## src/hdl/droc_pkg.sv

```systemverilog
// constants and types shared by the dual relay output controller
package droc_pkg;
  // ==========================================================
  // timing
  localparam int unsigned CLK_HZ = 25_000_000;
  localparam int unsigned MS_PER_S = 1000;
  localparam int unsigned MS_CYCLES = CLK_HZ / MS_PER_S;
  localparam int unsigned LONG_PRESS_S = 3;
  localparam int unsigned LONG_PRESS_CYCLES = LONG_PRESS_S * CLK_HZ;
  localparam logic [17:0] MS_PER_S_W = 18'h003e8;
  // ==========================================================
  // mode, quantity and comparison codes
  localparam logic [1:0] MODE_LATCH = 2'h0;
  localparam logic [1:0] MODE_PULSE = 2'h1;
  localparam logic [1:0] MODE_ALARM = 2'h2;
  localparam logic [1:0] QTY_NONE = 2'h0;
  localparam logic [1:0] QTY_VOLT = 2'h1;
  localparam logic [1:0] QTY_CURR = 2'h2;
  localparam logic [1:0] QTY_POWER = 2'h3;
  localparam logic CMP_BELOW = 1'b0;
  // ==========================================================
  // ranges, steps and reset values
  localparam logic [12:0] PULSE_MIN_MS = 13'h012c;
  localparam logic [12:0] PULSE_MAX_MS = 13'h1388;
  localparam logic [12:0] PULSE_STEP_MS = 13'h0064;
  localparam logic [15:0] VOLT_MAX = 16'h0bb8;
  localparam logic [15:0] CURR_MAX = 16'hc350;
  localparam logic [15:0] POWER_MAX = 16'hea60;
  localparam logic [15:0] THR_STEP = 16'h000a;
  localparam logic [7:0] HOLD_MAX_S = 8'hff;
  localparam logic [15:0] THR_RST = 16'h0000;
  localparam logic [7:0] HOLD_RST = 8'h00;
  // ==========================================================
  // register map, byte offsets; channel two adds CH_STRIDE
  localparam logic [5:0] REG_CH_CTRL = 6'h00;
  localparam logic [5:0] REG_CH_PULSE = 6'h04;
  localparam logic [5:0] REG_CH_THR = 6'h08;
  localparam logic [5:0] REG_CH_HOLD = 6'h0c;
  localparam logic [5:0] CH_STRIDE = 6'h10;
  localparam logic [5:0] REG_STATUS = 6'h20;
  localparam logic [5:0] REG_IRQ_STATUS = 6'h24;
  localparam logic [5:0] REG_IRQ_MASK = 6'h28;
  // control word fields
  localparam int CTRL_CMP_BIT = 2;
  localparam int CTRL_QTY_LSB = 3;
  localparam int CTRL_LATCH_BIT = 5;
  localparam int CTRL_TRIG_BIT = 6;
  // ==========================================================
  // front panel menu screens
  typedef enum logic [6:0] {
    M_IDLE = 7'b0000001,
    M_MODE = 7'b0000010,
    M_PULSE = 7'b0000100,
    M_QTY = 7'b0001000,
    M_CMP = 7'b0010000,
    M_THR = 7'b0100000,
    M_HOLD = 7'b1000000
  } droc_menu_t;
endpackage : droc_pkg

```

## src/hdl/droc_relay_top.sv

```systemverilog
// dual relay output controller: registers, front panel menu, two channels
//
// Local design decisions: register access over Avalon-MM and the register addresses.
`timescale 1ns/1ps
module droc_relay_top #(
  parameter int unsigned MS_CYCLES = droc_pkg::MS_CYCLES,
  parameter int unsigned LONG_PRESS_CYCLES = droc_pkg::LONG_PRESS_CYCLES
) (
  // clock and reset
  input wire logic ref_clk,
  input wire logic rst_n,
  // avalon-mm slave
  input wire logic [5:0] avs_address,
  input wire logic avs_read,
  input wire logic avs_write,
  input wire logic [31:0] avs_writedata,
  input wire logic [3:0] avs_byteenable,
  output logic [31:0] avs_readdata,
  output logic avs_waitrequest,
  // front panel
  input wire logic key_sel_n,
  input wire logic key_ok_n,
  input wire logic setup_unlocked,
  output logic relay_menu_active,
  output logic relay_menu_exit,
  // measurements from the metering core
  input wire logic [15:0] meas_volt,
  input wire logic [15:0] meas_curr,
  input wire logic [15:0] meas_power,
  // relay drives and interrupt
  output logic relay_channel_one,
  output logic relay_channel_two,
  output logic irq
);
  import droc_pkg::*;

  // ==========================================================
  // shared helpers
  // full scale of the selected quantity
  function automatic logic [15:0] thr_max(input logic [1:0] q);
    case (q)
      QTY_VOLT: thr_max = VOLT_MAX;
      QTY_CURR: thr_max = CURR_MAX;
      default: thr_max = POWER_MAX;
    endcase
  endfunction : thr_max
  // pulse width forced into its legal window
  function automatic logic [12:0] clamp_pulse(input logic [12:0] v);
    if (v < PULSE_MIN_MS) clamp_pulse = PULSE_MIN_MS;
    else if (v > PULSE_MAX_MS) clamp_pulse = PULSE_MAX_MS;
    else clamp_pulse = v;
  endfunction : clamp_pulse

  // ==========================================================
  // channel settings, index 0 is channel one
  logic [1:0] relay_mode_q [2];
  logic [12:0] pulse_width_q [2];
  logic [1:0] alarm_quantity_q [2];
  logic alarm_compare_q [2];
  logic [15:0] alarm_threshold_q [2];
  logic [7:0] alarm_hold_time_q [2];
  logic latch_cmd_q [2]; // latch mode relay state from software
  logic trig_q [2]; // one-cycle pulse trigger
  logic relay_w [2];
  logic alarm_w [2];
  // bus handshake
  logic ack_q; // second cycle of an access
  logic bus_wr; // write takes effect this edge
  logic bus_rd; // read completes this edge
  logic [31:0] rd_mux;
  logic [31:0] be_mask;
  logic [31:0] wr_val;
  logic ch_a; // channel addressed by the bus
  // interrupts
  logic [3:0] irq_status_q;
  logic [3:0] irq_mask_q;
  logic [3:0] irq_ev;
  logic relay_prev_q [2];
  logic alarm_prev_q [2];
  // front panel
  logic sel_hit;
  logic ok_hit;
  logic ok_long;
  logic both_hit;
  droc_menu_t menu_q;
  droc_menu_t menu_d;
  logic menu_ch_q;
  logic menu_ch_d;
  logic [15:0] edit_q; // value shown on the current screen
  logic [15:0] load_val;
  logic [15:0] step_val;
  logic commit; // panel accepts edit_q into the current field

  // ==========================================================
  // avalon slave: one wait state on every access
  assign avs_waitrequest = (avs_read | avs_write) & ~ack_q;
  assign bus_wr = avs_write & ack_q;
  assign bus_rd = avs_read & ack_q;
  assign ch_a = avs_address[4];
  always_ff @(posedge ref_clk or negedge rst_n) begin
    if (!rst_n) ack_q <= 1'b0;
    else ack_q <= (avs_read | avs_write) & ~ack_q;
  end
  // read mux; unmapped addresses read zero
  always_comb begin
    rd_mux = 32'h0;
    if (!avs_address[5]) begin
      case ({2'h0, avs_address[3:0]})
        REG_CH_CTRL: rd_mux = {26'h0, latch_cmd_q[ch_a], alarm_quantity_q[ch_a],
                               alarm_compare_q[ch_a], relay_mode_q[ch_a]};
        REG_CH_PULSE: rd_mux = {19'h0, pulse_width_q[ch_a]};
        REG_CH_THR: rd_mux = {16'h0, alarm_threshold_q[ch_a]};
        REG_CH_HOLD: rd_mux = {24'h0, alarm_hold_time_q[ch_a]};
        default: rd_mux = 32'h0;
      endcase
    end else begin
      case (avs_address)
        REG_STATUS: rd_mux = {27'h0, relay_menu_active, alarm_w[1], alarm_w[0],
                              relay_w[1], relay_w[0]};
        REG_IRQ_STATUS: rd_mux = {28'h0, irq_status_q};
        REG_IRQ_MASK: rd_mux = {28'h0, irq_mask_q};
        default: rd_mux = 32'h0;
      endcase
    end
    be_mask = {{8{avs_byteenable[3]}}, {8{avs_byteenable[2]}},
               {8{avs_byteenable[1]}}, {8{avs_byteenable[0]}}};
    wr_val = (rd_mux & ~be_mask) | (avs_writedata & be_mask);
  end
  // read data captured in the wait cycle, stands at the completing edge
  always_ff @(posedge ref_clk or negedge rst_n) begin
    if (!rst_n) avs_readdata <= 32'h0;
    else if (avs_read && !ack_q) avs_readdata <= rd_mux;
  end

  // ==========================================================
  // settings: bus writes win over a panel commit in the same cycle
  always_ff @(posedge ref_clk or negedge rst_n) begin
    if (!rst_n) begin
      for (int i = 0; i < 2; i++) begin
        relay_mode_q[i] <= MODE_LATCH;
        pulse_width_q[i] <= PULSE_MIN_MS;
        alarm_quantity_q[i] <= QTY_NONE;
        alarm_compare_q[i] <= CMP_BELOW;
        alarm_threshold_q[i] <= THR_RST;
        alarm_hold_time_q[i] <= HOLD_RST;
        latch_cmd_q[i] <= 1'b0;
        trig_q[i] <= 1'b0;
      end
    end else begin
      trig_q[0] <= 1'b0;
      trig_q[1] <= 1'b0;
      if (bus_wr && !avs_address[5]) begin
        case ({2'h0, avs_address[3:0]})
          REG_CH_CTRL: begin
            if (wr_val[1:0] <= MODE_ALARM) relay_mode_q[ch_a] <= wr_val[1:0];
            alarm_compare_q[ch_a] <= wr_val[CTRL_CMP_BIT];
            alarm_quantity_q[ch_a] <= wr_val[CTRL_QTY_LSB +: 2];
            latch_cmd_q[ch_a] <= wr_val[CTRL_LATCH_BIT];
            trig_q[ch_a] <= wr_val[CTRL_TRIG_BIT] & avs_byteenable[0];
          end
          REG_CH_PULSE: pulse_width_q[ch_a] <= clamp_pulse(wr_val[12:0]);
          REG_CH_THR: begin
            if (wr_val[15:0] > thr_max(alarm_quantity_q[ch_a])) begin
              alarm_threshold_q[ch_a] <= thr_max(alarm_quantity_q[ch_a]);
            end else begin
              alarm_threshold_q[ch_a] <= wr_val[15:0];
            end
          end
          REG_CH_HOLD: alarm_hold_time_q[ch_a] <= wr_val[7:0];
          default: ;
        endcase
      end else if (commit) begin
        case (menu_q)
          M_MODE: relay_mode_q[menu_ch_q] <= edit_q[1:0];
          M_PULSE: pulse_width_q[menu_ch_q] <= edit_q[12:0];
          M_QTY: alarm_quantity_q[menu_ch_q] <= edit_q[1:0];
          M_CMP: alarm_compare_q[menu_ch_q] <= edit_q[0];
          M_THR: alarm_threshold_q[menu_ch_q] <= edit_q;
          M_HOLD: alarm_hold_time_q[menu_ch_q] <= edit_q[7:0];
          default: ;
        endcase
      end
    end
  end

  // ==========================================================
  // front panel buttons
  droc_keys #(
    .LONG_CYCLES(LONG_PRESS_CYCLES)
  ) u_keys (
    .ref_clk(ref_clk),
    .rst_n(rst_n),
    .key_sel_n(key_sel_n),
    .key_ok_n(key_ok_n),
    .sel_hit(sel_hit),
    .ok_hit(ok_hit),
    .ok_long(ok_long),
    .both_hit(both_hit)
  );

  // ==========================================================
  // menu walk: mode screen, then the screens the chosen mode uses
  assign commit = ok_hit && (menu_q != M_IDLE) && !both_hit;
  always_comb begin
    menu_d = menu_q;
    menu_ch_d = menu_ch_q;
    if (menu_q == M_IDLE) begin
      if (setup_unlocked && ok_long) begin
        menu_d = M_MODE;
        menu_ch_d = 1'b0;
      end
    end else if (both_hit || !setup_unlocked) begin
      menu_d = M_IDLE;
    end else if (ok_hit) begin
      case (menu_q)
        M_MODE: begin
          if (edit_q[1:0] == MODE_PULSE) menu_d = M_PULSE;
          else if (edit_q[1:0] == MODE_ALARM) menu_d = M_QTY;
          else if (menu_ch_q) menu_d = M_IDLE;
          else menu_ch_d = 1'b1;
        end
        M_QTY: menu_d = M_CMP;
        M_CMP: menu_d = M_THR;
        M_THR: menu_d = M_HOLD;
        default: begin
          // pulse or hold screen closes the channel
          if (menu_ch_q) begin
            menu_d = M_IDLE;
          end else begin
            menu_d = M_MODE;
            menu_ch_d = 1'b1;
          end
        end
      endcase
    end
  end
  // value loaded when a screen opens
  always_comb begin
    case (menu_d)
      M_MODE: load_val = {14'h0, relay_mode_q[menu_ch_d]};
      M_PULSE: load_val = {3'h0, pulse_width_q[menu_ch_d]};
      M_QTY: load_val = {14'h0, alarm_quantity_q[menu_ch_d]};
      M_CMP: load_val = {15'h0, alarm_compare_q[menu_ch_d]};
      M_THR: load_val = alarm_threshold_q[menu_ch_d];
      M_HOLD: load_val = {8'h0, alarm_hold_time_q[menu_ch_d]};
      default: load_val = 16'h0;
    endcase
  end
  // select steps the value and wraps inside its range
  always_comb begin
    step_val = edit_q;
    case (menu_q)
      M_MODE: step_val = (edit_q[1:0] >= MODE_ALARM) ? 16'h0 : edit_q + 16'h1;
      M_PULSE: begin
        if (edit_q[12:0] >= PULSE_MAX_MS) step_val = {3'h0, PULSE_MIN_MS};
        else step_val = edit_q + {3'h0, PULSE_STEP_MS};
      end
      M_QTY: step_val = {14'h0, edit_q[1:0] + 2'h1};
      M_CMP: step_val = {15'h0, ~edit_q[0]};
      M_THR: begin
        if (edit_q > thr_max(alarm_quantity_q[menu_ch_q]) - THR_STEP) step_val = 16'h0;
        else step_val = edit_q + THR_STEP;
      end
      M_HOLD: step_val = (edit_q[7:0] == HOLD_MAX_S) ? 16'h0 : edit_q + 16'h1;
      default: step_val = edit_q;
    endcase
  end
  // menu state, edit value and exit pulse
  always_ff @(posedge ref_clk or negedge rst_n) begin
    if (!rst_n) begin
      menu_q <= M_IDLE;
      menu_ch_q <= 1'b0;
      edit_q <= 16'h0;
      relay_menu_exit <= 1'b0;
    end else begin
      menu_q <= menu_d;
      menu_ch_q <= menu_ch_d;
      relay_menu_exit <= (menu_q != M_IDLE) && (menu_d == M_IDLE);
      if (menu_d != menu_q || menu_ch_d != menu_ch_q) edit_q <= load_val;
      else if (sel_hit && menu_q != M_IDLE) edit_q <= step_val;
    end
  end
  assign relay_menu_active = (menu_q != M_IDLE);

  // ==========================================================
  // the two channels
  for (genvar g = 0; g < 2; g++) begin : g_ch
    droc_channel #(
      .MS_CYC(MS_CYCLES)
    ) u_ch (
      .ref_clk(ref_clk),
      .rst_n(rst_n),
      .mode(relay_mode_q[g]),
      .pulse_ms(pulse_width_q[g]),
      .quantity(alarm_quantity_q[g]),
      .compare(alarm_compare_q[g]),
      .threshold(alarm_threshold_q[g]),
      .hold_s(alarm_hold_time_q[g]),
      .latch_on(latch_cmd_q[g]),
      .trigger(trig_q[g]),
      .meas_volt(meas_volt),
      .meas_curr(meas_curr),
      .meas_power(meas_power),
      .relay_q(relay_w[g]),
      .alarm_q(alarm_w[g])
    );
  end
  assign relay_channel_one = relay_w[0];
  assign relay_channel_two = relay_w[1];

  // ==========================================================
  // interrupts: {alarm2, alarm1, relay2, relay1} changed
  assign irq_ev = {alarm_w[1] ^ alarm_prev_q[1], alarm_w[0] ^ alarm_prev_q[0],
                   relay_w[1] ^ relay_prev_q[1], relay_w[0] ^ relay_prev_q[0]};
  always_ff @(posedge ref_clk or negedge rst_n) begin
    if (!rst_n) begin
      relay_prev_q[0] <= 1'b0;
      relay_prev_q[1] <= 1'b0;
      alarm_prev_q[0] <= 1'b0;
      alarm_prev_q[1] <= 1'b0;
      irq_status_q <= 4'h0;
      irq_mask_q <= 4'h0;
    end else begin
      relay_prev_q <= relay_w;
      alarm_prev_q <= alarm_w;
      // a read clears only what it returned; a new event still sets
      if (bus_rd && avs_address == REG_IRQ_STATUS) begin
        irq_status_q <= (irq_status_q & ~avs_readdata[3:0]) | irq_ev;
      end else begin
        irq_status_q <= irq_status_q | irq_ev;
      end
      if (bus_wr && avs_address == REG_IRQ_MASK) irq_mask_q <= wr_val[3:0];
    end
  end
  assign irq = |(irq_status_q & irq_mask_q);
endmodule : droc_relay_top

```

## src/hdl/droc_keys.sv

```systemverilog
// two-button front panel conditioner: sync, press, both-press, long press
`timescale 1ns/1ps
module droc_keys #(
  parameter int unsigned LONG_CYCLES = droc_pkg::LONG_PRESS_CYCLES
) (
  // clock and reset
  input wire logic ref_clk,
  input wire logic rst_n,
  // buttons, low while pressed
  input wire logic key_sel_n,
  input wire logic key_ok_n,
  // one-cycle events
  output logic sel_hit,
  output logic ok_hit,
  output logic ok_long,
  output logic both_hit
);
  import droc_pkg::*;
  localparam int LW = $clog2(LONG_CYCLES + 1);
  logic [1:0] meta_q; // first stage, read only by sync_q
  logic [1:0] sync_q; // {ok, sel} pressed
  logic [1:0] prev_q;
  logic both_seen_q; // both went down since last all-up
  logic long_done_q; // long press already reported
  logic [LW-1:0] hold_q;
  // ==========================================================
  // two-flop synchroniser
  always_ff @(posedge ref_clk or negedge rst_n) begin
    if (!rst_n) begin
      meta_q <= 2'h0;
      sync_q <= 2'h0;
      prev_q <= 2'h0;
    end else begin
      meta_q <= {~key_ok_n, ~key_sel_n};
      sync_q <= meta_q;
      prev_q <= sync_q;
    end
  end
  // ==========================================================
  // chord and long-press tracking, single presses act on release
  always_ff @(posedge ref_clk or negedge rst_n) begin
    if (!rst_n) begin
      both_seen_q <= 1'b0;
      long_done_q <= 1'b0;
      hold_q <= '0;
      sel_hit <= 1'b0;
      ok_hit <= 1'b0;
      ok_long <= 1'b0;
      both_hit <= 1'b0;
    end else begin
      both_hit <= (&sync_q) & ~both_seen_q;
      if (&sync_q) both_seen_q <= 1'b1;
      else if (sync_q == 2'h0) both_seen_q <= 1'b0;
      sel_hit <= prev_q[0] & ~sync_q[0] & ~both_seen_q;
      ok_hit <= prev_q[1] & ~sync_q[1] & ~both_seen_q & ~long_done_q;
      ok_long <= 1'b0;
      // ok held alone counts toward the long press
      if (sync_q == 2'h2 && !both_seen_q) begin
        if (hold_q == LW'(LONG_CYCLES - 1) && !long_done_q) begin
          ok_long <= 1'b1;
          long_done_q <= 1'b1;
        end else if (!long_done_q) begin
          hold_q <= hold_q + 1'b1;
        end
      end else begin
        hold_q <= '0;
        if (!sync_q[1]) long_done_q <= 1'b0;
      end
    end
  end
endmodule : droc_keys

```

## src/hdl/droc_channel.sv

```systemverilog
// one relay channel: latch, timed pulse or delayed alarm
`timescale 1ns/1ps
module droc_channel #(
  parameter int unsigned MS_CYC = droc_pkg::MS_CYCLES
) (
  // clock and reset
  input wire logic ref_clk,
  input wire logic rst_n,
  // settings
  input wire logic [1:0] mode,
  input wire logic [12:0] pulse_ms,
  input wire logic [1:0] quantity,
  input wire logic compare,
  input wire logic [15:0] threshold,
  input wire logic [7:0] hold_s,
  // commands
  input wire logic latch_on,
  input wire logic trigger,
  // measurements
  input wire logic [15:0] meas_volt,
  input wire logic [15:0] meas_curr,
  input wire logic [15:0] meas_power,
  // state
  output logic relay_q,
  output logic alarm_q
);
  import droc_pkg::*;
  localparam int SW = $clog2(MS_CYC);
  logic [SW-1:0] sub_q; // cycles within a millisecond
  logic [17:0] ms_q; // elapsed milliseconds of the running timer
  logic [1:0] mode_prev_q;
  logic pulse_on_q;
  logic [15:0] meas;
  logic cond;
  logic running;
  logic [17:0] target;
  logic done;
  // ==========================================================
  // alarm condition, only in alarm mode and never for quantity none
  always_comb begin
    case (quantity)
      QTY_VOLT: meas = meas_volt;
      QTY_CURR: meas = meas_curr;
      default: meas = meas_power;
    endcase
    cond = 1'b0;
    if (mode == MODE_ALARM && quantity != QTY_NONE) begin
      cond = (compare == CMP_BELOW) ? (meas < threshold) : (meas > threshold);
    end
  end
  // ==========================================================
  // one timer serves the pulse width or the hold delay
  always_comb begin
    running = 1'b0;
    target = {5'h00, pulse_ms};
    if (mode == MODE_PULSE) begin
      running = pulse_on_q;
    end else if (mode == MODE_ALARM) begin
      running = (cond != alarm_q);
      target = 18'(hold_s * MS_PER_S_W);
    end
    done = running && ((target == 18'h0) ||
           (sub_q == SW'(MS_CYC - 1) && ms_q == target - 18'h1));
  end
  // timer clears whenever it is not running, so a condition that flips back restarts it
  always_ff @(posedge ref_clk or negedge rst_n) begin
    if (!rst_n) begin
      sub_q <= '0;
      ms_q <= 18'h0;
    end else if (!running || done || mode != mode_prev_q) begin
      sub_q <= '0;
      ms_q <= 18'h0;
    end else if (sub_q == SW'(MS_CYC - 1)) begin
      sub_q <= '0;
      ms_q <= ms_q + 18'h1;
    end else begin
      sub_q <= sub_q + 1'b1;
    end
  end
  // ==========================================================
  // pulse and alarm state, dropped on any mode change
  always_ff @(posedge ref_clk or negedge rst_n) begin
    if (!rst_n) begin
      mode_prev_q <= MODE_LATCH;
      pulse_on_q <= 1'b0;
      alarm_q <= 1'b0;
    end else begin
      mode_prev_q <= mode;
      // outside pulse mode the pulse is already low, so a trigger sent with the mode still starts it
      if (mode != MODE_PULSE) pulse_on_q <= 1'b0;
      else if (done) pulse_on_q <= 1'b0;
      else if (trigger) pulse_on_q <= 1'b1;
      if (mode != MODE_ALARM) alarm_q <= 1'b0;
      else if (done) alarm_q <= cond;
    end
  end
  // relay drive, one cycle behind the state so every mode has the same lag
  always_ff @(posedge ref_clk or negedge rst_n) begin
    if (!rst_n) begin
      relay_q <= 1'b0;
    end else begin
      case (mode)
        MODE_LATCH: relay_q <= latch_on;
        MODE_PULSE: relay_q <= pulse_on_q;
        MODE_ALARM: relay_q <= alarm_q;
        default: relay_q <= 1'b0;
      endcase
    end
  end
endmodule : droc_channel

```

## config.mk

```make
export PLATFORM = sky130hd
export DESIGN_NAME = droc_relay_top
export DESIGN_NICKNAME = d
export VERILOG_FILES = /design/src/hdl/droc_pkg.sv /design/src/hdl/droc_relay_top.sv /design/src/hdl/droc_keys.sv /design/src/hdl/droc_channel.sv
export SDC_FILE = /design/constraint.sdc
export NUM_CORES = 1
export LEC_CHECK = 0
export BUFFER_PORTS_ARGS = -buffer_cell sky130_fd_sc_hd__buf_2
export CAP_MARGIN = 40
export CORE_MARGIN = 2
export CORE_UTILIZATION = 40
export DETAILED_ROUTE_END_ITERATION = 8
export GPL_TIMING_DRIVEN = 0
export SYNTH_ARGS = -nofsm -noshare
export SYNTH_HDL_FRONTEND = slang
export SYNTH_SLANG_ARGS = --single-unit
export TNS_END_PERCENT = 20
```

## constraint.sdc

```tcl
create_clock -name ref_clk -period 18.05 [get_ports ref_clk]
set_input_delay 3.61 -clock ref_clk [delete_from_list [all_inputs] [get_ports ref_clk]]
set_output_delay 3.61 -clock ref_clk [all_outputs]
set_load 0.005 [all_outputs]
```

# Yosys cells after proc, flatten, opt, wreduce, memory -nomap -nowiden
# Index checks and enable logic that the tools add are counted.
[word_totals]
regBits = 273
in_bits = 97
out_inout_bits = 38
word_cells = 437
[op_classes]
n_addsub = 12
mul = 2
magnitude_cmp = 16
n_eq_ne = 61
n_mux = 188
bitwise = 36
n_reduce_logical = 72
[ops]
columns = ["cell", "count"]
rows = [
  ["16-bit 2-to-1 mux", 25],
  ["16-bit case mux with 6 select lines", 2],
  ["32-bit 2-to-1 mux", 5],
  ["13-bit 2-to-1 mux", 12],
  ["18-bit 2-to-1 mux", 8],
  ["16-bit case mux with 2 select lines", 4],
  ["26-bit 2-to-1 mux", 4],
  ["32-bit bitwise mux", 3],
  ["27-bit 2-to-1 mux", 3],
  ["16-bit > comparator", 4],
  ["8-bit 2-to-1 mux", 8],
  ["16-bit case mux with 4 select lines", 1],
  ["15-bit 2-to-1 mux", 4],
  ["26-bit bitwise mux", 2],
  ["7-bit 2-to-1 mux", 7],
  ["2-bit 2-to-1 mux", 24],
  ["1-bit 2-to-1 mux", 42],
  ["4-bit 2-to-1 mux", 10],
  ["18-bit by 1-bit adder with 18-bit output (second input constant)", 2],
  ["18-bit equality test", 2],
  ["18-bit logical NOT", 2],
  ["18-bit by 1-bit subtractor with 18-bit output (second input constant)", 2],
  ["16-bit bitwise AND", 2],
  ["16-bit bitwise mux", 2],
  ["other kinds (71)", 207],
]

# Logic depth before layout (Yosys ltp)
[logic_depth]
depth_word = 16
depth_mapped = 21
depth_no_buf = 18

# Cells and area by module
# A second synthesis with hierarchy kept.
[unflattened]
hier_cells = 2749
hier_area_um2 = 23357.4
[by_module_without_submodules]
columns = ["module", "instances", "cells_each", "area_each_um2", "seq_area_each_um2"]
rows = [
  ["droc_relay_top", 1, 1318, 10918.0, 3564.7],
  ["droc_channel (g_ch[0].u_ch)", 1, 646, 5452.7, 950.9],
  ["droc_channel (g_ch[1].u_ch)", 1, 596, 5018.6, 950.9],
  ["droc_keys", 1, 189, 1968.1, 975.9],
]

# Worst setup path after synthesis
# No wires, ideal clock.
[synth_timing]
kind = "input to register"
startpoint = "input port avs_address[3]"
endpoint = "register alarm_threshold_q[4] (netlist name)"
setup_time_ns = 0.126
t_arrival_ns = 7.287
required_ns = 17.924
setup_slack_ns = 10.637
stages = 20
n_path_buf = 4
cell_sequence = "buf_2 > buf_2 > clkbuf_1 > a22oi_1 > o221ai_1 > a22oi_1 > o21ai_0 > inv_1 > ha_1 > nor2b_1 > o21a_1 > o21a_1 > o21a_1 > o21ai_0 > a21oi_1 > o221ai_1 > a21oi_1 > buf_2 > nor2_1 > o32a_1"
[synth_via]
elab_chain_len = 9
word_cells_on_any_way = 19
cone_classes = "order compare (1); eq/ne (7); mux (7); bitwise (2); reduce/logical (2)"
[synth_rtl]
columns = ["element", "line", "source"]
rows = [
  ["start, declared", "droc_relay_top.sv:13", "input wire logic [5:0] avs_address,"],
  ["6-bit equality test, or another cell as far along", "droc_relay_top.sv:117", "case (avs_address)"],
  ["5-bit case mux with 3 select lines / 16-bit case mux with 4 select lines (equally long branches)", "droc_relay_top.sv:117, droc_relay_top.sv:108", ""],
  ["16-bit 2-to-1 mux", "droc_relay_top.sv:107", "if (!avs_address[5]) begin"],
  ["16-bit bitwise AND", "droc_relay_top.sv:127", "wr_val = (rd_mux & ~be_mask) | (avs_writedata & be_mask);"],
  ["16-bit bitwise OR", "droc_relay_top.sv:127", ""],
  ["16-bit > comparator / 32-bit bitwise mux (equally long branches)", "droc_relay_top.sv:163, droc_relay_top.sv:166", ""],
  ["32-bit 2-to-1 mux", "droc_relay_top.sv:163", "if (wr_val[15:0] > thr_max(alarm_quantity_q[ch_a])) begin"],
  ["32-bit 2-to-1 mux", "droc_relay_top.sv:153", "case ({2'h0, avs_address[3:0]})"],
  ["32-bit 2-to-1 mux", "droc_relay_top.sv:152", "if (bus_wr && !avs_address[5]) begin"],
  ["end signal, assigned by index", "droc_relay_top.sv:164", "alarm_threshold_q[ch_a] <= thr_max(alarm_quantity_q[ch_a]);"],
  ["end signal, assigned by index", "droc_relay_top.sv:166", "alarm_threshold_q[ch_a] <= wr_val[15:0];"],
  ["end signal, assigned by index", "droc_relay_top.sv:178", "M_THR: alarm_threshold_q[menu_ch_q] <= edit_q;"],
  ["end, declared", "droc_relay_top.sv:60", "logic [15:0] alarm_threshold_q [2];"],
]
# Several ways; a longest one is shown, not always the timed one. The select of a mux whose other input is x is not followed.
# A chain may end at the register's enable or synchronous reset.

# Final worst setup path
[layout_timing]
startpoint = "input port avs_address[4]"
endpoint = "register alarm_threshold_q[14] (netlist name)"
[layout_via]
elab_chain_len = 13
word_cells_on_any_way = 49
cone_classes = "order compare (3); eq/ne (5); mux (37); bitwise (3); reduce/logical (1)"
[layout_rtl]
columns = ["element", "line"]
rows = [
  ["branches (longest 10 deep; another with 16-bit > comparator)", "--"],
  ["32-bit 2-to-1 mux (*)", "droc_relay_top.sv:163"],
  ["32-bit 2-to-1 mux (*)", "droc_relay_top.sv:153"],
  ["32-bit 2-to-1 mux (*)", "droc_relay_top.sv:152"],
]
# Every way passes the cells marked *. The select of a mux whose other input is x is not followed.

==> results summary <==
The buffer type at the clock tree root is sky130_fd_sc_hd__clkbuf_16. The share of the cycle needed by the critical path after routing came out at 0.461. The global-route met1 utilization is 0.379. The endpoint identified for the worst register-to-register timing path is g_ch[1].u_ch.sub_q[4]$_DFF_PN0_. Entering global routing, the biggest net connects 114 pins. The die area came out at 57800 um^2. The number of top-level pins is 135.

The global routing usage summed across all routing layers came out at 0.275. The number of nets with antenna violations after detailed routing is 0. The final standard cell area without fillers came out at 25100 um^2. The critical path in this run is classified as in -> reg. STA classifies the critical path startpoint as a primary input. The post-detailed-placement half-perimeter wirelength is 63.1 mm. The multi-input combinational cell area is 14500 um^2. The floorplan core area is 55200 um^2. Counting the fill cells in the layout gives 5530. The reg2reg setup slack is 11.44 ns.

The most crowded layer after global routing is met2. The synthesized flop and latch total is 257. For the worst flop-to-flop path, the logic depth is 19. OpenSTA, run right after detailed placement, puts the worst setup slack at 9.46 ns.

The transition time at the pin with the least slew margin is 0.915 ns. The share of post-route cells with drive strength above 1 is 0.104. The fraction of the yosys area taken by sequential cells came out at 0.288.

The number of antenna violations at the first check in global routing was 3. In this run the critical register-to-register path is launched from alarm_hold_time_q[1]$_DFFE_PN0P_. The deepest level of the CTS H-tree is 2. The synthesized cell area came out at 22300 um^2.

TritonCTS built the clock tree. The max-slew headroom at the worst pin is 0.385. The quantity of hold-fixing buffers added after cts is 0.

The worst-case setup margin in the final layout came out at 9.74 ns. Summed over all cells, the static leakage comes to 10.7 nW. The worst-case clock skew came out at 0.0244 ns. Data on the critical path is required at its endpoint by 18.45 ns. In the synthesized netlist the dominant register cell turns out to be sky130_fd_sc_hd__dfrtp_1.

The critical path capture point type is a flop. The initial detailed-routing violation count is 2387. The maximum fanout along the worst path came out at 10. The post-route total power came out at 2.31 mW.

The clock input transition at the sequential cells of the worst setup and hold paths came out at 0.05 ns. The post-detailed-placement cell area came out at 24000 um^2. The die is 240 um wide. The clock sink total came out at 257. In this run the deepest clock path goes through 3 buffers.

For met3 alone, demand over resource in global routing was 0.0540. The sum of overflow across all layers after global routing came out at 0. The relative area change from synthesis to final layout came out at 12.5%.

The count of endpoints failing setup in the final report is 0. The met2 track demand over resource in global routing is 0.426. The number of iterations in the first detailed-routing pass is 6. The detail-routed net length per standard cell is 22.1 um. The die outline height is 240 um. The number of cell rows is 86. The post-layout minimum cycle time came out at 8.31 ns. The initial core utilization came out at 0.405. The number of buffers inserted by post-CTS setup repair came out at 0. Yosys mapped a number of flops with a built-in enable equal to 0.

Setup repair after global routing left no endpoint under its margin. Counting instances, the worst hold path has a depth of 0. In the synthesized netlist the async set-or-reset flop fraction comes to 1.00. The number of standard cells after synthesis is 2686. The worst-case IR drop observed on VDD is 0.0767 mV. A synthesized cell averages 8.32 um^2. For this design the ratio of total power to cell area is 92.0 nW/um^2.

The number of hold violations in the final report is 0. The number of max-slew violations in the final report was 0. The tool flagged a number of max-cap violations equal to 0. The filler-free cell count of the finished design is 3623. The overall routed net length came out at 80.1 mm. After clock tree synthesis, the repair step resized 0 gates. The total number of vias came out at 21.5k. In the routed layout, each cell is associated on average with a via count of 5.93.

The run finished with clean final reports. Static timing analysis puts the maximum clock frequency at 120 MHz. The tightest min-delay check is of the reg -> reg type.

The area taken by flip-flops and latches came out at 6440 um^2. The worst endpoint data arrival time came out at 8.72 ns. The placer's final routability congestion estimate is 0.995. For this run, the share of the core covered by cells in the final layout is 0.456.

For the worst-skew pair, the clock arrives at the later sink with an insertion delay of 0.57 ns. The cell count after placement came out at 3560. In this run, distinct cell masters in the synthesized netlist total 96. The count of warnings emitted by yosys is 0.

The first-pass GRT wire length came out at 122 mm. For this run, the post-layout net count is 3146. Hold is met by 0.353 ns. TritonCTS created 34 clock buffers. The number of I/O port buffers is 95.

After detailed routing, the number of remaining DRC violations is 0. The via count of the first global-routing pass came out at 20.4k. The startpoint identified for the worst hold timing path is u_keys.meta_q[0]$_DFF_PN0_.

For the final routed database, the setup TNS stands at 0 ns. For hold timing, the worst endpoint is u_keys.sync_q[0]$_DFF_PN0_.
-- worst max-delay path by stage --
stage,to,slack [ns],start
floorplan,alarm_threshold_q[4]$_DFFE_PN0P_,10.64,avs_address[3]
detailed placement,alarm_threshold_q[13]$_DFFE_PN0P_,9.46,avs_address[4]
finish,alarm_threshold_q[14]$_DFFE_PN0P_,9.74,avs_address[4]
global route,alarm_threshold_q[13]$_DFFE_PN0P_,9.58,avs_address[4]
CTS,alarm_threshold_q[13]$_DFFE_PN0P_,9.99,avs_address[4]
global placement,alarm_threshold_q[14]$_DFFE_PN0P_,7.65,avs_address[1]
-- logic make-up (layout without fill, tap and decap cells) --
kind of cell / count (synthesis) / in the layout / synth area share
other: 1 / 18 / 0.000168
AND/OR/NAND/NOR: 984 / 984 / 0.217
flip-flops: 257 / 257 / 0.288
buffers and inverters: 344 / 516 / 0.0643
multiplexers: 101 / 101 / 0.0481
XOR/XNOR: 166 / 166 / 0.0651
adder cells (fa/ha/maj): 200 / 200 / 0.127
AO/OA/AOI/OAI: 633 / 633 / 0.190
-- sequential cells by signal, summed over array words and instances, names as in the netlist, 4 cells and up --
signal,flops
u_keys.hold_q,27
g_ch.u_ch.ms_q,36
g_ch.u_ch.sub_q,30
irq_status_q,4
irq_mask_q,4
avs_readdata,16
g_ch.u_ch.mode_prev_q,4
alarm_hold_time_q,16
alarm_threshold_q,32
relay_mode_q,4
alarm_quantity_q,4
menu_q,7
edit_q,16
pulse_width_q,26
-- worst max-delay path, stage by stage --
cell and delay (ns):
sky130_fd_sc_hd__buf_2 0.10, sky130_fd_sc_hd__buf_2 0.28, sky130_fd_sc_hd__inv_1 0.12, sky130_fd_sc_hd__clkbuf_1 0.31, sky130_fd_sc_hd__o22a_1 0.30, sky130_fd_sc_hd__o221ai_1 0.30
sky130_fd_sc_hd__a22oi_1 0.21, sky130_fd_sc_hd__o21ai_1 0.50, sky130_fd_sc_hd__inv_1 0.29, sky130_fd_sc_hd__ha_1 0.27, sky130_fd_sc_hd__nor2b_1 0.11, sky130_fd_sc_hd__o21a_1 0.12
sky130_fd_sc_hd__o21a_1 0.11, sky130_fd_sc_hd__o21a_1 0.11, sky130_fd_sc_hd__o21ai_0 0.07, sky130_fd_sc_hd__a21oi_1 0.15, sky130_fd_sc_hd__o221ai_1 0.19, sky130_fd_sc_hd__a21oi_1 0.49
sky130_fd_sc_hd__buf_2 0.38, sky130_fd_sc_hd__mux2i_1 0.50, sky130_fd_sc_hd__o21ai_0 0.18
-- cell usage after synthesis, drive strengths merged, types with 15 or more instances --
library cell | count | share of area
nand4 | 37 | 0.010
dfrtp | 248 | 0.28
o21ai | 148 | 0.033
nand3 | 91 | 0.020
nor4b | 15 | 0.0062
clkbuf | 106 | 0.018
fa | 44 | 0.039
and3 | 37 | 0.010
nor2b | 28 | 0.0080
inv | 187 | 0.031
a21o | 16 | 0.0054
ha | 156 | 0.087
o31ai | 16 | 0.0054
a21oi | 131 | 0.029
nor4 | 29 | 0.010
nand2b | 28 | 0.0078
nor2 | 270 | 0.048
o21a | 23 | 0.0077
xor2 | 75 | 0.029
xnor2 | 91 | 0.036
o211ai | 18 | 0.0063
a221oi | 21 | 0.0082
a22oi | 49 | 0.016
buf | 51 | 0.015
mux2 | 28 | 0.014
mux2i | 71 | 0.032
nand2 | 275 | 0.046
or3 | 17 | 0.0048
a31oi | 48 | 0.013
nor3 | 82 | 0.019
o221ai | 16 | 0.0063
-- cell type report --
cell class              instances  share of cell area
multi-input cells            2101               0.578
diodes                          1           0.0000995
repair buffers                111              0.0254
clock buffers                  48              0.0384
plain buffers                 157              0.0293
well taps                     748              0.0372
inverters                     187              0.0279
clock inverters                13             0.00781
flip-flops and latches        257               0.256
-- placed cells by master, fill, tap and decap left out, types with 20 or more instances in the layout --
cell type and instances:
sky130_fd_sc_hd__xnor2_1 91, sky130_fd_sc_hd__nor2_2 20, sky130_fd_sc_hd__nand4_1 37, sky130_fd_sc_hd__clkbuf_16 35
sky130_fd_sc_hd__nand2b_1 28, sky130_fd_sc_hd__a31oi_1 48, sky130_fd_sc_hd__nand3_1 91, sky130_fd_sc_hd__mux2_2 28
sky130_fd_sc_hd__dfrtp_1 248, sky130_fd_sc_hd__fa_1 44, sky130_fd_sc_hd__nand2_1 275, sky130_fd_sc_hd__buf_2 121
sky130_fd_sc_hd__clkbuf_1 115, sky130_fd_sc_hd__xor2_1 75, sky130_fd_sc_hd__o21ai_0 142, sky130_fd_sc_hd__and3_1 37
sky130_fd_sc_hd__a221oi_1 21, sky130_fd_sc_hd__o21a_1 23, sky130_fd_sc_hd__ha_1 156, sky130_fd_sc_hd__buf_4 28
sky130_fd_sc_hd__a22oi_1 49, sky130_fd_sc_hd__nor2b_1 27, sky130_fd_sc_hd__nor4_1 24, sky130_fd_sc_hd__inv_1 187
sky130_fd_sc_hd__nor3_1 80, sky130_fd_sc_hd__mux2i_1 70, sky130_fd_sc_hd__nor2_1 250, sky130_fd_sc_hd__a21oi_1 131
-- metal layers --
metal,vias up,part of all wire
met5,-,0.00029
met4,4,0.040
met3,188,0.077
met2,887,0.44
met1,10500,0.44
li1,9923,-
-- report_power, final --
group,switching [mW],internal [mW]
clock,0.277,0.434
sequential,0.0405,0.597
combinational,0.584,0.382
No activity file was read; power rests on OpenSTA's default activity.
